File: src/verilog/slr_pkg.sv
package slr_pkg;

    localparam int REG_NUM_W = 5;
    localparam int COUNT_W = 7;
    localparam int BCF_W = 5;
    localparam int DISP_W = 16;
    localparam int WORD_W = 32;
    localparam int BYTE_W = 8;
    localparam int LANE_W = 2;

    // a zero byte-count field on the immediate form means a full 32 bytes
    localparam logic [COUNT_W-1:0] BCF_ZERO_COUNT = 7'h20;
    localparam logic [BCF_W-1:0] BCF_FIELD_ZERO = 5'h00;
    localparam logic [REG_NUM_W-1:0] REG_ZERO = 5'h00;
    localparam logic [LANE_W-1:0] LANE_LAST = 2'h3;
    localparam logic [COUNT_W-1:0] COUNT_ZERO = 7'h00;
    localparam logic [COUNT_W-1:0] COUNT_ONE = 7'h01;
    // count field: bits 25..31 msb-0, the low seven bits
    localparam int FXR_CNT_LSB = 0;
    localparam int FXR_W = 32;
    localparam logic [BYTE_W-1:0] BYTE_ZERO = 8'h00;
    localparam logic [WORD_W-1:0] WORD_ZERO = 32'h0000_0000;

    typedef enum logic [2:0] {
        SLR_OP_STR_IMM,
        SLR_OP_STR_IDX,
        SLR_OP_WORD_ALG,
        SLR_OP_WORD_RSV
    } slr_op_t;

    typedef enum logic {
        SLR_SIZE_BYTE,
        SLR_SIZE_WORD
    } slr_size_t;

    typedef struct packed {
        slr_op_t op;
        logic legacy;
        logic [REG_NUM_W-1:0] target_reg_field;
        logic [REG_NUM_W-1:0] base_reg_field;
        logic [REG_NUM_W-1:0] index_reg_field;
        logic [BCF_W-1:0] byte_count_field;
        logic [DISP_W-1:0] disp;
        logic [FXR_W-1:0] fixed_point_exception_reg;
    } slr_cmd_t;

    typedef struct packed {
        logic valid;
        logic [REG_NUM_W-1:0] general_register;
        logic [63:0] data;
    } slr_wb_t;

endpackage

File: src/verilog/slr_load_unit.sv
// Summary of operation
// - immediate string load fills target onward, leftmost byte first, wrapping 31 to 0
// - immediate string address is base contents, or zero when base field is zero
// - immediate byte count is the field, with zero meaning 32 bytes
// - registers written equal byte count over four, rounded up
// - legacy immediate form zero-fills unloaded right bytes of the last register
// - legacy immediate form never overwrites a nonzero base inside the range
// - immediate string loads leave exception register and condition field zero alone
// - a storage fault aborts the string load; it restarts from the first byte
// - indexed address is base plus index, or index alone when base field is zero
// - indexed byte count comes from exception register bits 25 to 31
// - indexed load with zero count leaves the target register untouched
// - legacy indexed form skips base and index registers inside the range only when the base field is nonzero
// - legacy indexed form zero-fills unloaded right bytes of the last register
// - sign-extending word load puts word low and copies its sign bit high
// - sign-extending word load on a 32-bit build raises illegal instruction
// - reserve load address is index alone, or base plus index
// - reserve load writes the word and sets a reservation on its location
// - conditional store succeeds only if reserved location stayed unmodified
module slr_load_unit #(
    parameter int AW = 64,
    parameter bit IS_64BIT = 1'b1
) (
    // clock and reset
    input wire logic clk_in,
    input wire logic rst_n_in,
    // instruction from the core
    input wire logic cmd_valid_in,
    input wire slr_pkg::slr_cmd_t cmd_in,
    input wire logic [AW-1:0] base_val_in,
    input wire logic [AW-1:0] index_val_in,
    output logic cmd_ready_out,
    // storage access
    output logic mem_req_valid_out,
    output logic [AW-1:0] mem_req_addr_out,
    output slr_pkg::slr_size_t mem_req_size_out,
    input wire logic mem_req_ready_in,
    input wire logic mem_rsp_valid_in,
    input wire logic [slr_pkg::WORD_W-1:0] mem_rsp_data_in,
    input wire logic mem_rsp_fault_in,
    // register write-back
    output slr_pkg::slr_wb_t wb_out,
    // completion and exceptions
    output logic done_out,
    output logic illegal_out,
    output logic storage_fault_out,
    // reservation and conditional store check
    input wire logic snoop_valid_in,
    input wire logic [AW-1:0] snoop_addr_in,
    input wire logic cond_valid_in,
    input wire logic [AW-1:0] cond_addr_in,
    output logic resv_valid_out,
    output logic [AW-1:0] resv_addr_out,
    output logic cond_done_out,
    output logic cond_ok_out
);

    typedef enum logic [1:0] {
        SLR_ST_IDLE,
        SLR_ST_REQ,
        SLR_ST_WAIT
    } slr_state_t;

    slr_state_t state_ff;
    slr_pkg::slr_cmd_t cmd_ff;
    logic [AW-1:0] addr_ff;
    logic [AW-1:0] nxt_addr;
    logic [AW-1:0] base_or_zero;
    logic [AW-1:0] disp_ext;
    logic [slr_pkg::COUNT_W-1:0] left_ff;
    logic [slr_pkg::COUNT_W-1:0] nxt_count;
    logic [slr_pkg::LANE_W-1:0] lane_ff;
    logic [slr_pkg::REG_NUM_W-1:0] dest_ff;
    logic [slr_pkg::WORD_W-1:0] acc_ff;
    logic [slr_pkg::WORD_W-1:0] nxt_acc;
    logic is_string;
    logic last_byte;
    logic reg_full;
    logic dest_protected;
    logic rsp_ok;
    logic rsp_fault;
    logic cmd_take;
    logic cmd_illegal;
    logic cmd_empty;
    logic ready_ff;
    logic mem_valid_ff;
    slr_pkg::slr_wb_t wb_ff;
    logic done_ff;
    logic illegal_ff;
    logic fault_ff;
    logic resv_set;
    slr_pkg::slr_size_t size_ff;

    assign cmd_take = cmd_valid_in && ready_ff;
    assign base_or_zero = (cmd_in.base_reg_field != slr_pkg::REG_ZERO) ? base_val_in : '0;
    assign disp_ext = AW'($signed(cmd_in.disp));
    assign cmd_illegal = (cmd_in.op == slr_pkg::SLR_OP_WORD_ALG) && !IS_64BIT;

    // effective address and byte count per instruction kind
    always_comb begin
        nxt_addr = base_or_zero + index_val_in;
        nxt_count = slr_pkg::COUNT_ZERO;
        case (cmd_in.op)
            slr_pkg::SLR_OP_STR_IMM: begin
                nxt_addr = base_or_zero;
                if (cmd_in.byte_count_field == slr_pkg::BCF_FIELD_ZERO) begin
                    nxt_count = slr_pkg::BCF_ZERO_COUNT;
                end else begin
                    nxt_count = slr_pkg::COUNT_W'(cmd_in.byte_count_field);
                end
            end
            slr_pkg::SLR_OP_STR_IDX: begin
                nxt_count = cmd_in.fixed_point_exception_reg[slr_pkg::FXR_CNT_LSB +: slr_pkg::COUNT_W];
            end
            slr_pkg::SLR_OP_WORD_ALG: begin
                nxt_addr = base_or_zero + disp_ext;
            end
            default: begin
            end
        endcase
    end

    assign cmd_empty = (cmd_in.op == slr_pkg::SLR_OP_STR_IDX) && (nxt_count == slr_pkg::COUNT_ZERO);

    assign is_string = (cmd_ff.op == slr_pkg::SLR_OP_STR_IMM) || (cmd_ff.op == slr_pkg::SLR_OP_STR_IDX);
    assign rsp_ok = (state_ff == SLR_ST_WAIT) && mem_rsp_valid_in && !mem_rsp_fault_in;
    assign rsp_fault = (state_ff == SLR_ST_WAIT) && mem_rsp_valid_in && mem_rsp_fault_in;
    assign last_byte = (left_ff == slr_pkg::COUNT_ONE);
    // a register is written once its fourth lane fills or the string ends
    assign reg_full = (lane_ff == slr_pkg::LANE_LAST) || last_byte;

    // legacy forms keep address registers that fall inside the range when the base field is nonzero
    always_comb begin
        dest_protected = 1'b0;
        if (cmd_ff.legacy && (cmd_ff.base_reg_field != slr_pkg::REG_ZERO)) begin
            if (dest_ff == cmd_ff.base_reg_field) begin
                dest_protected = 1'b1;
            end
            if ((cmd_ff.op == slr_pkg::SLR_OP_STR_IDX) && (dest_ff == cmd_ff.index_reg_field)) begin
                dest_protected = 1'b1;
            end
        end
    end

    // byte lane k%4 counted from the most significant end
    always_comb begin
        nxt_acc = acc_ff;
        nxt_acc[(slr_pkg::WORD_W - slr_pkg::BYTE_W) - (slr_pkg::BYTE_W * lane_ff) +: slr_pkg::BYTE_W] =
            mem_rsp_data_in[slr_pkg::BYTE_W-1:0];
    end

    // sequencer
    always_ff @(posedge clk_in or negedge rst_n_in) begin
        if (!rst_n_in) begin
            state_ff <= SLR_ST_IDLE;
        end else begin
            case (state_ff)
                SLR_ST_IDLE: begin
                    if (cmd_take && !cmd_illegal && !cmd_empty) begin
                        state_ff <= SLR_ST_REQ;
                    end
                end
                SLR_ST_REQ: begin
                    if (mem_req_ready_in) begin
                        state_ff <= SLR_ST_WAIT;
                    end
                end
                SLR_ST_WAIT: begin
                    if (rsp_fault) begin
                        state_ff <= SLR_ST_IDLE;
                    end else if (rsp_ok) begin
                        state_ff <= (is_string && !last_byte) ? SLR_ST_REQ : SLR_ST_IDLE;
                    end
                end
                default: begin
                    state_ff <= SLR_ST_IDLE;
                end
            endcase
        end
    end

    // command capture and string progress
    always_ff @(posedge clk_in or negedge rst_n_in) begin
        if (!rst_n_in) begin
            cmd_ff <= '0;
            addr_ff <= '0;
            left_ff <= slr_pkg::COUNT_ZERO;
            lane_ff <= '0;
            dest_ff <= slr_pkg::REG_ZERO;
            size_ff <= slr_pkg::SLR_SIZE_BYTE;
        end else if (cmd_take) begin
            size_ff <= slr_pkg::slr_size_t'(cmd_in.op[1]);
            cmd_ff <= cmd_in;
            addr_ff <= nxt_addr;
            left_ff <= nxt_count;
            lane_ff <= '0;
            dest_ff <= cmd_in.target_reg_field;
        end else if (rsp_ok && is_string) begin
            addr_ff <= addr_ff + AW'(1);
            left_ff <= left_ff - slr_pkg::COUNT_ONE;
            lane_ff <= lane_ff + slr_pkg::LANE_W'(1);
            if (lane_ff == slr_pkg::LANE_LAST) begin
                dest_ff <= dest_ff + slr_pkg::REG_NUM_W'(1); // five-bit wrap from 31 to 0
            end
        end
    end

    // unfilled lanes read zero
    always_ff @(posedge clk_in or negedge rst_n_in) begin
        if (!rst_n_in) begin
            acc_ff <= slr_pkg::WORD_ZERO;
        end else if (cmd_take || rsp_fault) begin
            acc_ff <= slr_pkg::WORD_ZERO;
        end else if (rsp_ok && is_string) begin
            acc_ff <= reg_full ? slr_pkg::WORD_ZERO : nxt_acc;
        end
    end

    // storage request
    always_ff @(posedge clk_in or negedge rst_n_in) begin
        if (!rst_n_in) begin
            mem_valid_ff <= 1'b0;
        end else if (cmd_take && !cmd_illegal && !cmd_empty) begin
            mem_valid_ff <= 1'b1;
        end else if (mem_valid_ff && mem_req_ready_in) begin
            mem_valid_ff <= 1'b0;
        end else if (rsp_ok && is_string && !last_byte) begin
            mem_valid_ff <= 1'b1;
        end
    end

    // register write-back; only general registers are ever written
    always_ff @(posedge clk_in or negedge rst_n_in) begin
        if (!rst_n_in) begin
            wb_ff <= '0;
        end else begin
            wb_ff.valid <= 1'b0;
            if (rsp_ok) begin
                case (cmd_ff.op)
                    slr_pkg::SLR_OP_STR_IMM, slr_pkg::SLR_OP_STR_IDX: begin
                        // last partial register keeps zero right lanes
                        wb_ff.valid <= reg_full && !dest_protected;
                        wb_ff.general_register <= dest_ff;
                        wb_ff.data <= {{(64 - slr_pkg::WORD_W){1'b0}}, nxt_acc};
                    end
                    slr_pkg::SLR_OP_WORD_ALG: begin
                        wb_ff.valid <= 1'b1;
                        wb_ff.general_register <= cmd_ff.target_reg_field;
                        wb_ff.data <= {{(64 - slr_pkg::WORD_W){mem_rsp_data_in[slr_pkg::WORD_W-1]}},
                            mem_rsp_data_in};
                    end
                    default: begin
                        wb_ff.valid <= 1'b1;
                        wb_ff.general_register <= cmd_ff.target_reg_field;
                        wb_ff.data <= {{(64 - slr_pkg::WORD_W){1'b0}}, mem_rsp_data_in};
                    end
                endcase
            end
        end
    end

    // completion and handshake
    always_ff @(posedge clk_in or negedge rst_n_in) begin
        if (!rst_n_in) begin
            done_ff <= 1'b0;
            illegal_ff <= 1'b0;
            fault_ff <= 1'b0;
            ready_ff <= 1'b0;
        end else begin
            done_ff <= (cmd_take && cmd_empty && !cmd_illegal) || (rsp_ok && (!is_string || last_byte));
            illegal_ff <= cmd_take && cmd_illegal;
            // fault reported; core reissues the whole instruction
            fault_ff <= rsp_fault;
            ready_ff <= (state_ff == SLR_ST_IDLE) && !cmd_take;
        end
    end

    assign resv_set = rsp_ok && (cmd_ff.op == slr_pkg::SLR_OP_WORD_RSV);

    slr_reserve #(
        .AW(AW)
    ) u_reserve (
        .clk_in(clk_in),
        .rst_n_in(rst_n_in),
        .set_in(resv_set),
        .set_addr_in(addr_ff),
        .snoop_valid_in(snoop_valid_in),
        .snoop_addr_in(snoop_addr_in),
        .cond_valid_in(cond_valid_in),
        .cond_addr_in(cond_addr_in),
        .resv_valid_out(resv_valid_out),
        .resv_addr_out(resv_addr_out),
        .cond_done_out(cond_done_out),
        .cond_ok_out(cond_ok_out)
    );

    assign cmd_ready_out = ready_ff;
    assign mem_req_valid_out = mem_valid_ff;
    assign mem_req_addr_out = addr_ff;
    assign mem_req_size_out = size_ff;
    assign wb_out = wb_ff;
    assign done_out = done_ff;
    assign illegal_out = illegal_ff;
    assign storage_fault_out = fault_ff;

endmodule // slr_load_unit

File: src/verilog/slr_reserve.sv
module slr_reserve #(
    parameter int AW = 64
) (
    // clock and reset
    input wire logic clk_in,
    input wire logic rst_n_in,
    // reservation set from the word load
    input wire logic set_in,
    input wire logic [AW-1:0] set_addr_in,
    // modification of storage by any other agent
    input wire logic snoop_valid_in,
    input wire logic [AW-1:0] snoop_addr_in,
    // conditional store check
    input wire logic cond_valid_in,
    input wire logic [AW-1:0] cond_addr_in,
    // results
    output logic resv_valid_out,
    output logic [AW-1:0] resv_addr_out,
    output logic cond_done_out,
    output logic cond_ok_out
);

    logic resv_ff;
    logic [AW-1:0] addr_ff;
    logic cond_done_ff;
    logic cond_ok_ff;
    logic snoop_hit;
    logic cond_hit;

    // word granule: low two address bits ignored
    assign snoop_hit = resv_ff && (snoop_addr_in[AW-1:2] == addr_ff[AW-1:2]);
    assign cond_hit = resv_ff && (cond_addr_in[AW-1:2] == addr_ff[AW-1:2]);

    // a new reservation wins over a clear arriving in the same cycle
    always_ff @(posedge clk_in or negedge rst_n_in) begin
        if (!rst_n_in) begin
            resv_ff <= 1'b0;
            addr_ff <= '0;
        end else if (set_in) begin
            resv_ff <= 1'b1;
            addr_ff <= set_addr_in;
        end else if ((snoop_valid_in && snoop_hit) || cond_valid_in) begin
            resv_ff <= 1'b0;
        end
    end

    // store may proceed only if the reservation survived untouched
    always_ff @(posedge clk_in or negedge rst_n_in) begin
        if (!rst_n_in) begin
            cond_done_ff <= 1'b0;
            cond_ok_ff <= 1'b0;
        end else begin
            cond_done_ff <= cond_valid_in;
            cond_ok_ff <= cond_valid_in && cond_hit && !(snoop_valid_in && snoop_hit);
        end
    end

    assign resv_valid_out = resv_ff;
    assign resv_addr_out = addr_ff;
    assign cond_done_out = cond_done_ff;
    assign cond_ok_out = cond_ok_ff;

endmodule // slr_reserve

File: config.mk
export PLATFORM = sky130hd
export DESIGN_NAME = slr_load_unit
export DESIGN_NICKNAME = d
export VERILOG_FILES = /design/src/verilog/slr_pkg.sv /design/src/verilog/slr_load_unit.sv /design/src/verilog/slr_reserve.sv
export SDC_FILE = /design/constraint.sdc
export NUM_CORES = 1
export LEC_CHECK = 0
export ABC_AREA = 0
export ABC_CLOCK_PERIOD_IN_PS = 3200
export BUFFER_PORTS_ARGS = -buffer_cell sky130_fd_sc_hd__clkbuf_2
export CORE_MARGIN = 5
export CORE_UTILIZATION = 35
export DETAILED_ROUTE_END_ITERATION = 7
export GPL_ROUTABILITY_DRIVEN = 0
export PLACE_DENSITY = 0.63
export SKIP_LAST_GASP = 1
export SLEW_MARGIN = 20
export SYNTH_ARGS = -nofsm -noshare
export SYNTH_HDL_FRONTEND = slang
export SYNTH_SLANG_ARGS = --single-unit
File: constraint.sdc
create_clock -name clk_in -period 3.2 [get_ports clk_in]
set_input_delay 0.32 -clock clk_in [delete_from_list [all_inputs] [get_ports clk_in]]
set_output_delay 0.32 -clock clk_in [all_outputs]
set_load 0.02 [all_outputs]
==> impl_summary.log, run 1 <==
INFO  metric outcome = complete, but fails checks
INFO  metric violations = setup timing
INFO  metric max-vdd-ir-drop = just under 0.4 mV
INFO  metric grt_setup_unrepaired = true
INFO  metric placement_rows = 83
INFO  metric drtPass1Iterations = 6
INFO  metric path_class_of_the_lowest_slack_min_delay_path = in -> reg
INFO  metric crit_arrival = around 3.9 ns
INFO  metric setup_slack_of_the_most_critical_reg_to_reg_path = roughly 0.37 ns
INFO  metric timing.final.crit_share = 1.08
INFO  metric power.static_leakage = 12.5 nW
INFO  metric number_of_hold_slack_violations_in_the_final_timing_report = 0
INFO  metric critical_path.cell_chain = buf_6 -> or3b_4 -> buf_4 -> mux2_2 -> ha_1 -> buf_4 -> a21oi_1 -> o211a_1 -> o21bai_4 -> a211oi_4 -> buf_6 -> o21ai_4 -> a41o_4 -> and3_4 -> a2111oi_4 -> a211oi_2 -> a21oi_1
INFO  metric avgRoutedWirePerCell = between 20 and 25 um
INFO  metric drc_errors = 0
INFO  metric floorplan.die.height = ~240 um
INFO  metric worst_setup_path_class = in -> reg
INFO  metric synth_edf_count = 0
INFO  metric synth_async_sr_flop_share = 1.00
INFO  metric timing.rr.end = mem_req_addr_out[50]$_DFFE_PN0P_
INFO  metric type_of_element_launching_the_critical_path = primary input
INFO  metric nets = between 3000 and 4000
INFO  metric pre_cts_ws = -1.02 ns
INFO  metric worst_clock_skew_on_the_final_layout = around 0.012 ns
INFO  metric place.port_buffers = approximately 540
INFO  metric overall_power = around 0.019 W
INFO  metric synth-main-ff-cell = dfrtp_1
INFO  metric p_per_area = just over 700 nW/um^2
INFO  metric cts_root_buf = clkbuf_16
INFO  metric layout-area-overhead-vs-synth = 43.0%
INFO  metric worstSetupStartpoint = cmd_in[71]
INFO  metric fin_crit = between 3 and 4 ns
INFO  metric cts_tree = done
INFO  metric detail-route-antenna-nets = 0
INFO  metric dp_hpwl = ~64000 um
INFO  metric number_of_antenna_violations_at_the_first_check_in_global_routing = 6
INFO  metric timing.max_slew.rel_slack = 0.322
INFO  metric route.final.wire_length = 79900 um
INFO  metric ys.warnings.count = 0
INFO  metric global_route_total_usage_across_every_layer = 0.265
INFO  metric yosysSeqAreaShare = 0.336
INFO  metric grt_first_pass_wirelength = between 100000 and 150000 um
INFO  metric clkTransAtPathRegs = approximately 0.060 ns
INFO  metric crit_family = compound AO/OA/AOI/OAI gates
INFO  metric cts_made_buffers = 25
INFO  metric routed-via-count = 19977
INFO  metric layout.cells.most_common = clkbuf_2
INFO  metric cap_violations = 0
INFO  metric avgViaCountPerCell = roughly 5.5
INFO  metric synthCells = 2154
INFO  metric final_critical_path_setup_slack = -0.271 ns
INFO  metric syn_std_cell_area = 17900 um^2
INFO  metric finalSetupViolCount = between 40 and 50
INFO  metric ctsHtreeMaxLevel = 1
INFO  metric grt_pass1_vias = ~19000
INFO  metric worstSkewPairLatency = around 0.53 ns
INFO  metric synth_seq_cells = approximately 240
INFO  metric timing.critical_path.to = mem_req_addr_out[48]$_DFFE_PN0P_
INFO  metric max_freq = roughly 290 MHz
INFO  metric holdCritStartpoint = cmd_in[65]
INFO  metric critical_path.reg2reg.startpoint = mem_req_addr_out[12]$_DFFE_PN0P_
INFO  metric timing.critical_path.slowest_stage_cell = or3b_4
INFO  metric critPathRequiredTime = 3.65 ns
INFO  metric worstSetupPathDepth = 17
INFO  metric synthesis.area_per_instance = about 8.3 um^2
INFO  metric synth_nets = around 2600
INFO  metric gr-total-overflow = 0
INFO  metric drv_slew = 0
INFO  metric floorplan.initialDensity = 0.351
INFO  metric reg2reg_depth = 10
INFO  metric initial_drc_count = ~1800
INFO  metric ioPinCount = about 580
INFO  metric critical_path.max_stage_delay = 0.49 ns
INFO  metric clkSinkCount = between 200 and 250
INFO  metric worst_pin_slew = between 1 and 1.5 ns
INFO  metric largest_net_degree_at_the_start_of_global_routing = 79
INFO  metric core_outline_area = 51100 um^2
INFO  metric die_w = 236 um
INFO  metric timing.critical_path.fanout_max = 6
INFO  metric post_synth_num_cell_types = 80
INFO  metric fp.dieArea = around 56000 um^2
INFO  metric fraction_of_layout_cells_with_a_size_suffix_above_1 = 0.385
INFO  metric clockBufferDepth = 3
INFO  metric cp_num_buf_inv = 4
INFO  metric critical_path.endpoint_type = flop
INFO  metric mostFrequentLayoutCells = clkbuf_2, buf_4, nand2_1
[registers in the layout (all words and copies together) (netlist names)]
name / flops
state_ff: 2
u_reserve.cond_done_out: 1
u_reserve.resv_addr_out: 64
dest_ff: 5
mem_req_valid_out: 1
u_reserve.resv_valid_out: 1
left_ff: 7
cmd_ff: 19
lane_ff: 2
done_out: 1
mem_req_addr_out: 64
wb_out: 39
u_reserve.cond_ok_out: 1
storage_fault_out: 1
cmd_ready_out: 1
acc_ff: 32
[worst register-to-register path, delay by kind of cell (launching register included)]
| kind | cells | cell delay, ns |
|---|---|---|
| flip-flops | 1 | 0.47 |
| AND/OR/NAND/NOR | 7 | 1.68 |
| AO/OA/AOI/OAI | 2 | 0.36 |
| buffers and inverters | 1 | 0.18 |
[power breakdown]
group | leakage (nW) | internal (W) | switching (W)
clock network | 0.456 | 0.00207 | 0.00123
registers | 3.03 | 0.00418 | 0.00201
logic | 9.01 | 0.00368 | 0.00546
[cell families (layout without fill, tap and decap cells)]
kind of cell	count (synthesis)	count (layout)	share of synthesized area
and+or+nand+nor	739	740	0.199
AOI/OAI and AO/OA	601	601	0.209
DFF	241	241	0.336
xor gates and xnor gates	220	220	0.107
buffers and inverters	201	1014	0.0491
muxes	78	78	0.0479
adders and majority gates	73	73	0.0513
other	1	8	0.000209
[what timing repair did]
item	in CTS	in global routing
setup endpoints to repair	39	50
endpoints found under the hold margin	82	0
pin swaps	19	53
cloned	1	0
resized for setup	34	104
hold buffers	11	0
buffers inserted	8	16
[stage by stage]
| step | instances | hold WS, ns | utilization | area (um^2) | setup TNS, ns |
|---|---|---|---|---|---|
| 6_report | 3655 | 0.0162 | 0.502 | 25700 | -4.64 |
| 5_1_grt | 3650 | 0.0210 | 0.502 | 25700 | -8.05 |
| 4_1_cts | 3634 | 0.000882 | 0.491 | 25100 | -5.45 |
| 3_5_place_dp | 3569 | 0.337 | 0.466 | 23800 | -39.93 |
| 3_3_place_gp | 3569 | 0.333 | 0.466 | 23800 | -36.73 |
| 2_1_floorplan | 2154 | 0.0244 | - | 18300 | -8.34 |
[synth_stat cells, types with 63 or more instances]
cell / instances / share of area
a21o_1: 77 / 0.032
a21oi_1: 152 / 0.042
and2_1: 67 / 0.023
clkbuf_1: 96 / 0.020
dfrtp_1: 241 / 0.34
ha_1: 72 / 0.050
mux2_2: 63 / 0.040
nand2_1: 303 / 0.063
nor2_1: 103 / 0.022
o21ai_0: 180 / 0.050
xnor2_1: 129 / 0.063
xor2_1: 91 / 0.044
[final cells by class]
class | count | area (um^2)
antenna | 7 | 17.5
clock buffer | 31 | 678
clock inverter | 14 | 251
fill | 4843 | 25400
inverter | 63 | 236
multi-input combinational | 1713 | 12000
sequential | 241 | 6030
tap | 680 | 851
timing repair buffer | 906 | 5640
[layer usage]
metal | vias to the layer above | global-route usage | share of wire
met1 | 9587 | 0.363 | 0.43
met2 | 974 | 0.435 | 0.47
met5 | - | 0 | 0.00026
met4 | 4 | 0.0834 | 0.036
li1 | 9243 | - | -
met3 | 169 | 0.0387 | 0.073
[worst min-delay path by stage]
stage	endpoint	cells past startpoint
6_report	cmd_ff[65]$_DFFE_PN0P_	3
5_1_grt	cmd_ff[65]$_DFFE_PN0P_	3
4_1_cts	cmd_ff[64]$_DFFE_PN0P_	3
3_5_place_dp	u_reserve.cond_ok_out$_DFF_PN0_	1
3_3_place_gp	u_reserve.cond_ok_out$_DFF_PN0_	1
2_1_floorplan	acc_ff[0]$_DFFE_PN0P_	0
Note: power is estimated with default switching activity, not from simulation.
==> run 2, diff against run 1 <==
--- a/config.mk
+++ b/config.mk
@@ -9,5 +9,4 @@
 export ABC_CLOCK_PERIOD_IN_PS = 3200
 export BUFFER_PORTS_ARGS = -buffer_cell sky130_fd_sc_hd__clkbuf_2
-export CORE_MARGIN = 5
 export CORE_UTILIZATION = 35
 export DETAILED_ROUTE_END_ITERATION = 7
==> constraint.sdc (replaced) <==
create_clock -name clk_in -period 3.2 [get_ports clk_in]
set_input_delay 0.48 -clock clk_in [delete_from_list [all_inputs] [get_ports clk_in]]
set_output_delay 0.48 -clock clk_in [all_outputs]
set_load 0.02 [all_outputs]
==> run 2 against run 1 <==
- the flow still finishes with violations (setup timing)
- via count about the same
- global-route usage is 2.3 points higher
- final area increased by 1.2%
- register-to-register slack worse by 0.19 ns
- hold slack improved by 0.11 ns
- core utilization is 1.4 points higher
- routed wire length increased by 0.13%
- total power decreased by 0.64%
- sequential power fell by 3.2%
- highest routed layer is now met4
==> impl_summary.log, run 2 (synthesis gave the netlist of run 1 again) <==
INFO  metric detail-route-antenna-nets = 0 (unchanged)
INFO  metric fp.dieArea = 52200 um^2 (was 55900 um^2)
INFO  metric grt_first_pass_wirelength = 116000 um (was 117000 um)
INFO  metric critPathRequiredTime = 3.61 ns (was 3.65 ns)
INFO  metric type_of_element_launching_the_critical_path = primary input (unchanged)
INFO  metric mostFrequentLayoutCells = clkbuf_2, buf_4, nand2_1 (unchanged)
INFO  metric fin_crit = 3.63 ns (was 3.47 ns)
INFO  metric cts_made_buffers = 25 (unchanged)
INFO  metric floorplan.die.height = 228 um (was 236 um)
INFO  metric crit_arrival = 4.04 ns (was 3.92 ns)
INFO  metric cts_tree = done (unchanged)
INFO  metric violations = setup timing (unchanged)
INFO  metric max-vdd-ir-drop = 0.422 mV (was 0.397 mV)
INFO  metric clkTransAtPathRegs = 0.06 ns (about the same)
INFO  metric layout-area-overhead-vs-synth = 44.8% (was 43.0%)
INFO  metric dp_hpwl = 62800 um (was 64200 um)
INFO  metric ctsHtreeMaxLevel = 1 (unchanged)
INFO  metric routed-via-count = 19988 (was 19977)
INFO  metric route.final.wire_length = 80000 um (was 79900 um)
INFO  metric initial_drc_count = 1905 (was 1789)
INFO  metric setup_tns = -13.21 ns (was -4.64 ns)
INFO  metric avgViaCountPerCell = 5.46 (was 5.47)
INFO  metric cap_violations = 0 (unchanged)
INFO  metric floorplan.initialDensity = 0.356 (was 0.351)
INFO  metric p_per_area = 712 nW/um^2 (was 726 nW/um^2)
INFO  metric clockBufferDepth = 3 (unchanged)
INFO  metric number_of_antenna_violations_at_the_first_check_in_global_routing = 3 (was 6)
INFO  metric max_freq = 276 MHz (was 288 MHz)
INFO  metric ioPinCount = 575 (unchanged)
INFO  metric pre_cts_ws = -1.21 ns (was -1.02 ns)
INFO  metric critical_path.endpoint_type = flop (unchanged)
INFO  metric finish.instance_area = 26000 um^2 (was 25700 um^2)
INFO  metric finalSetupViolCount = 48 (was 41)
INFO  metric final_critical_path_setup_slack = -0.428 ns (was -0.271 ns)
INFO  metric overall_power = 0.0185 W (was 0.0186 W)
INFO  metric core_outline_area = 50400 um^2 (was 51100 um^2)
INFO  metric largest_net_degree_at_the_start_of_global_routing = 79 (unchanged)
INFO  metric layout.cells.most_common = clkbuf_2 (unchanged)
INFO  metric nets = 3413 (was 3391)
INFO  metric avgRoutedWirePerCell = 21.8 um (was 21.9 um)
INFO  metric number_of_hold_slack_violations_in_the_final_timing_report = 0 (unchanged)
INFO  metric worst_clock_skew_on_the_final_layout = 0.0140 ns (was 0.0121 ns)
INFO  metric worst_pin_slew = 0.981 ns (was 1.02 ns)
INFO  metric placed_area = 23900 um^2 (was 23800 um^2)
INFO  metric path_class_of_the_lowest_slack_min_delay_path = in -> reg (unchanged)
INFO  metric worst_setup_path_class = in -> reg (unchanged)
INFO  metric timing.final.crit_share = 1.13 (was 1.08)
INFO  metric filler_cell_count = 4635 (was 4843)
INFO  metric placement_rows = 82 (was 83)
INFO  metric die_w = 228 um (was 236 um)
INFO  metric power.static_leakage = 12.7 nW (was 12.5 nW)
INFO  metric drtPass1Iterations = 5 (was 6)
INFO  metric worstSkewPairLatency = 0.54 ns (was 0.53 ns)
INFO  metric outcome = complete, but fails checks (unchanged)
INFO  metric global_route_total_usage_across_every_layer = 0.288 (was 0.265)
INFO  metric timing.critical_path.fanout_max = 6 (unchanged)
INFO  metric clkSinkCount = 241 (unchanged)
INFO  metric cts_root_buf = clkbuf_16 (unchanged)
INFO  metric grt_setup_unrepaired = true (unchanged)
INFO  metric drv_slew = 0 (unchanged)
INFO  metric timing.max_slew.rel_slack = 0.341 (was 0.322)
INFO  metric drc_errors = 0 (unchanged)
INFO  metric gr-total-overflow = 0 (unchanged)
INFO  metric grt_pass1_vias = 18896 (was 19439)
INFO  metric place.port_buffers = 544 (unchanged)
INFO  metric whs_path_depth = 1 (was 3)
INFO  metric fraction_of_layout_cells_with_a_size_suffix_above_1 = 0.398 (was 0.385)
INFO  metric reg2reg_depth = 10 (unchanged)
run 2: changes by cell type in the layout (fill, tap and decap cells not counted), moves of 6 or more:
cell           before  now
buf_4             331  350
o21ai_1            12   20
dlygate4sd3_1      11    1
buf_6              11   17
o21ai_0           157  149
a211oi_1           24   18
a211oi_2            5   11
run 2: path summary, 6_finish.rpt:
path                                            startpoint                                      end  slack, ns
min in group asynchronous                         rst_n_in                   wb_out[19]$_DFFE_PN0P_       0.50
max                                             cmd_in[71]         mem_req_addr_out[56]$_DFFE_PN0P_      -0.43
max in group asynchronous                         rst_n_in  u_reserve.resv_addr_out[42]$_DFFE_PN0P_       1.84
min                                          cond_valid_in        u_reserve.cond_done_out$_DFF_PN0_       0.12
min reg2reg                          acc_ff[8]$_DFFE_PN0P_                    acc_ff[8]$_DFFE_PN0P_       0.47
max reg2reg                mem_req_addr_out[7]$_DFFE_PN0P_         mem_req_addr_out[60]$_DFFE_PN0P_       0.18
run 2: layer usage:
metal,GRT usage,up-vias,wire (um)
li1,-,9246,-
met1,0.396,9547,34400
met2,0.445,1001,35400
met3,0.0378,194,5700
met4,0.141,0,4530
met5,0,-,0
run 2: cell type report:
class,instances,area (um^2),share of cell area
antenna,3,7.51,0.000289
clock buffer,38,734,0.0283
clock inverter,5,81.3,0.00313
inverter,63,236,0.00910
multi-input combinational,1712,12100,0.466
sequential,241,6030,0.232
tap,672,841,0.0324
timing repair buffer,929,5940,0.228
run 2: where the power goes:
group / switching [W] / internal, W / total, W / leakage (nW)
Sequential: 0.00181 / 0.00419 / 0.00599 / 3.03
Clock: 0.00123 / 0.00173 / 0.00297 / 0.396
Combinational: 0.00574 / 0.00381 / 0.00955 / 9.24
Total: 0.00877 / 0.00973 / 0.0185 / 12.7
run 2: repair_timing:
| action | CTS | global route |
|---|---|---|
| resized for setup | 36 | 142 |
| gates cloned | 0 | 4 |
| setup buffers | 8 | 31 |
| hold endpoints to repair | 64 | 0 |
| pin swaps | 18 | 63 |
| hold buffers | 1 | 0 |
| endpoints found under the setup margin | 50 | 54 |
run 2: metrics by stage:
stage,hold WS (ns),utilization,std cells
after floorplan,0.184,-,2154
after global placement,0.457,0.475,3575
after detailed placement,0.462,0.475,3575
after CTS,0.0752,0.496,3627
after global routing,0.0984,0.516,3660
final,0.122,0.516,3663
run 2: worst max-delay path, cell delays in order:
cell      delay [ns]
buf_6           0.09
or3b_4          0.51
mux2_4          0.35
ha_4            0.16
fa_2            0.34
a21o_1          0.22
a221oi_2        0.30
o21ai_2         0.14
a211oi_4        0.34
o21ai_2         0.12
a41o_1          0.28
buf_4           0.16
a41oi_2         0.18
o21ai_1         0.09
xnor2_1         0.13
o221ai_1        0.12
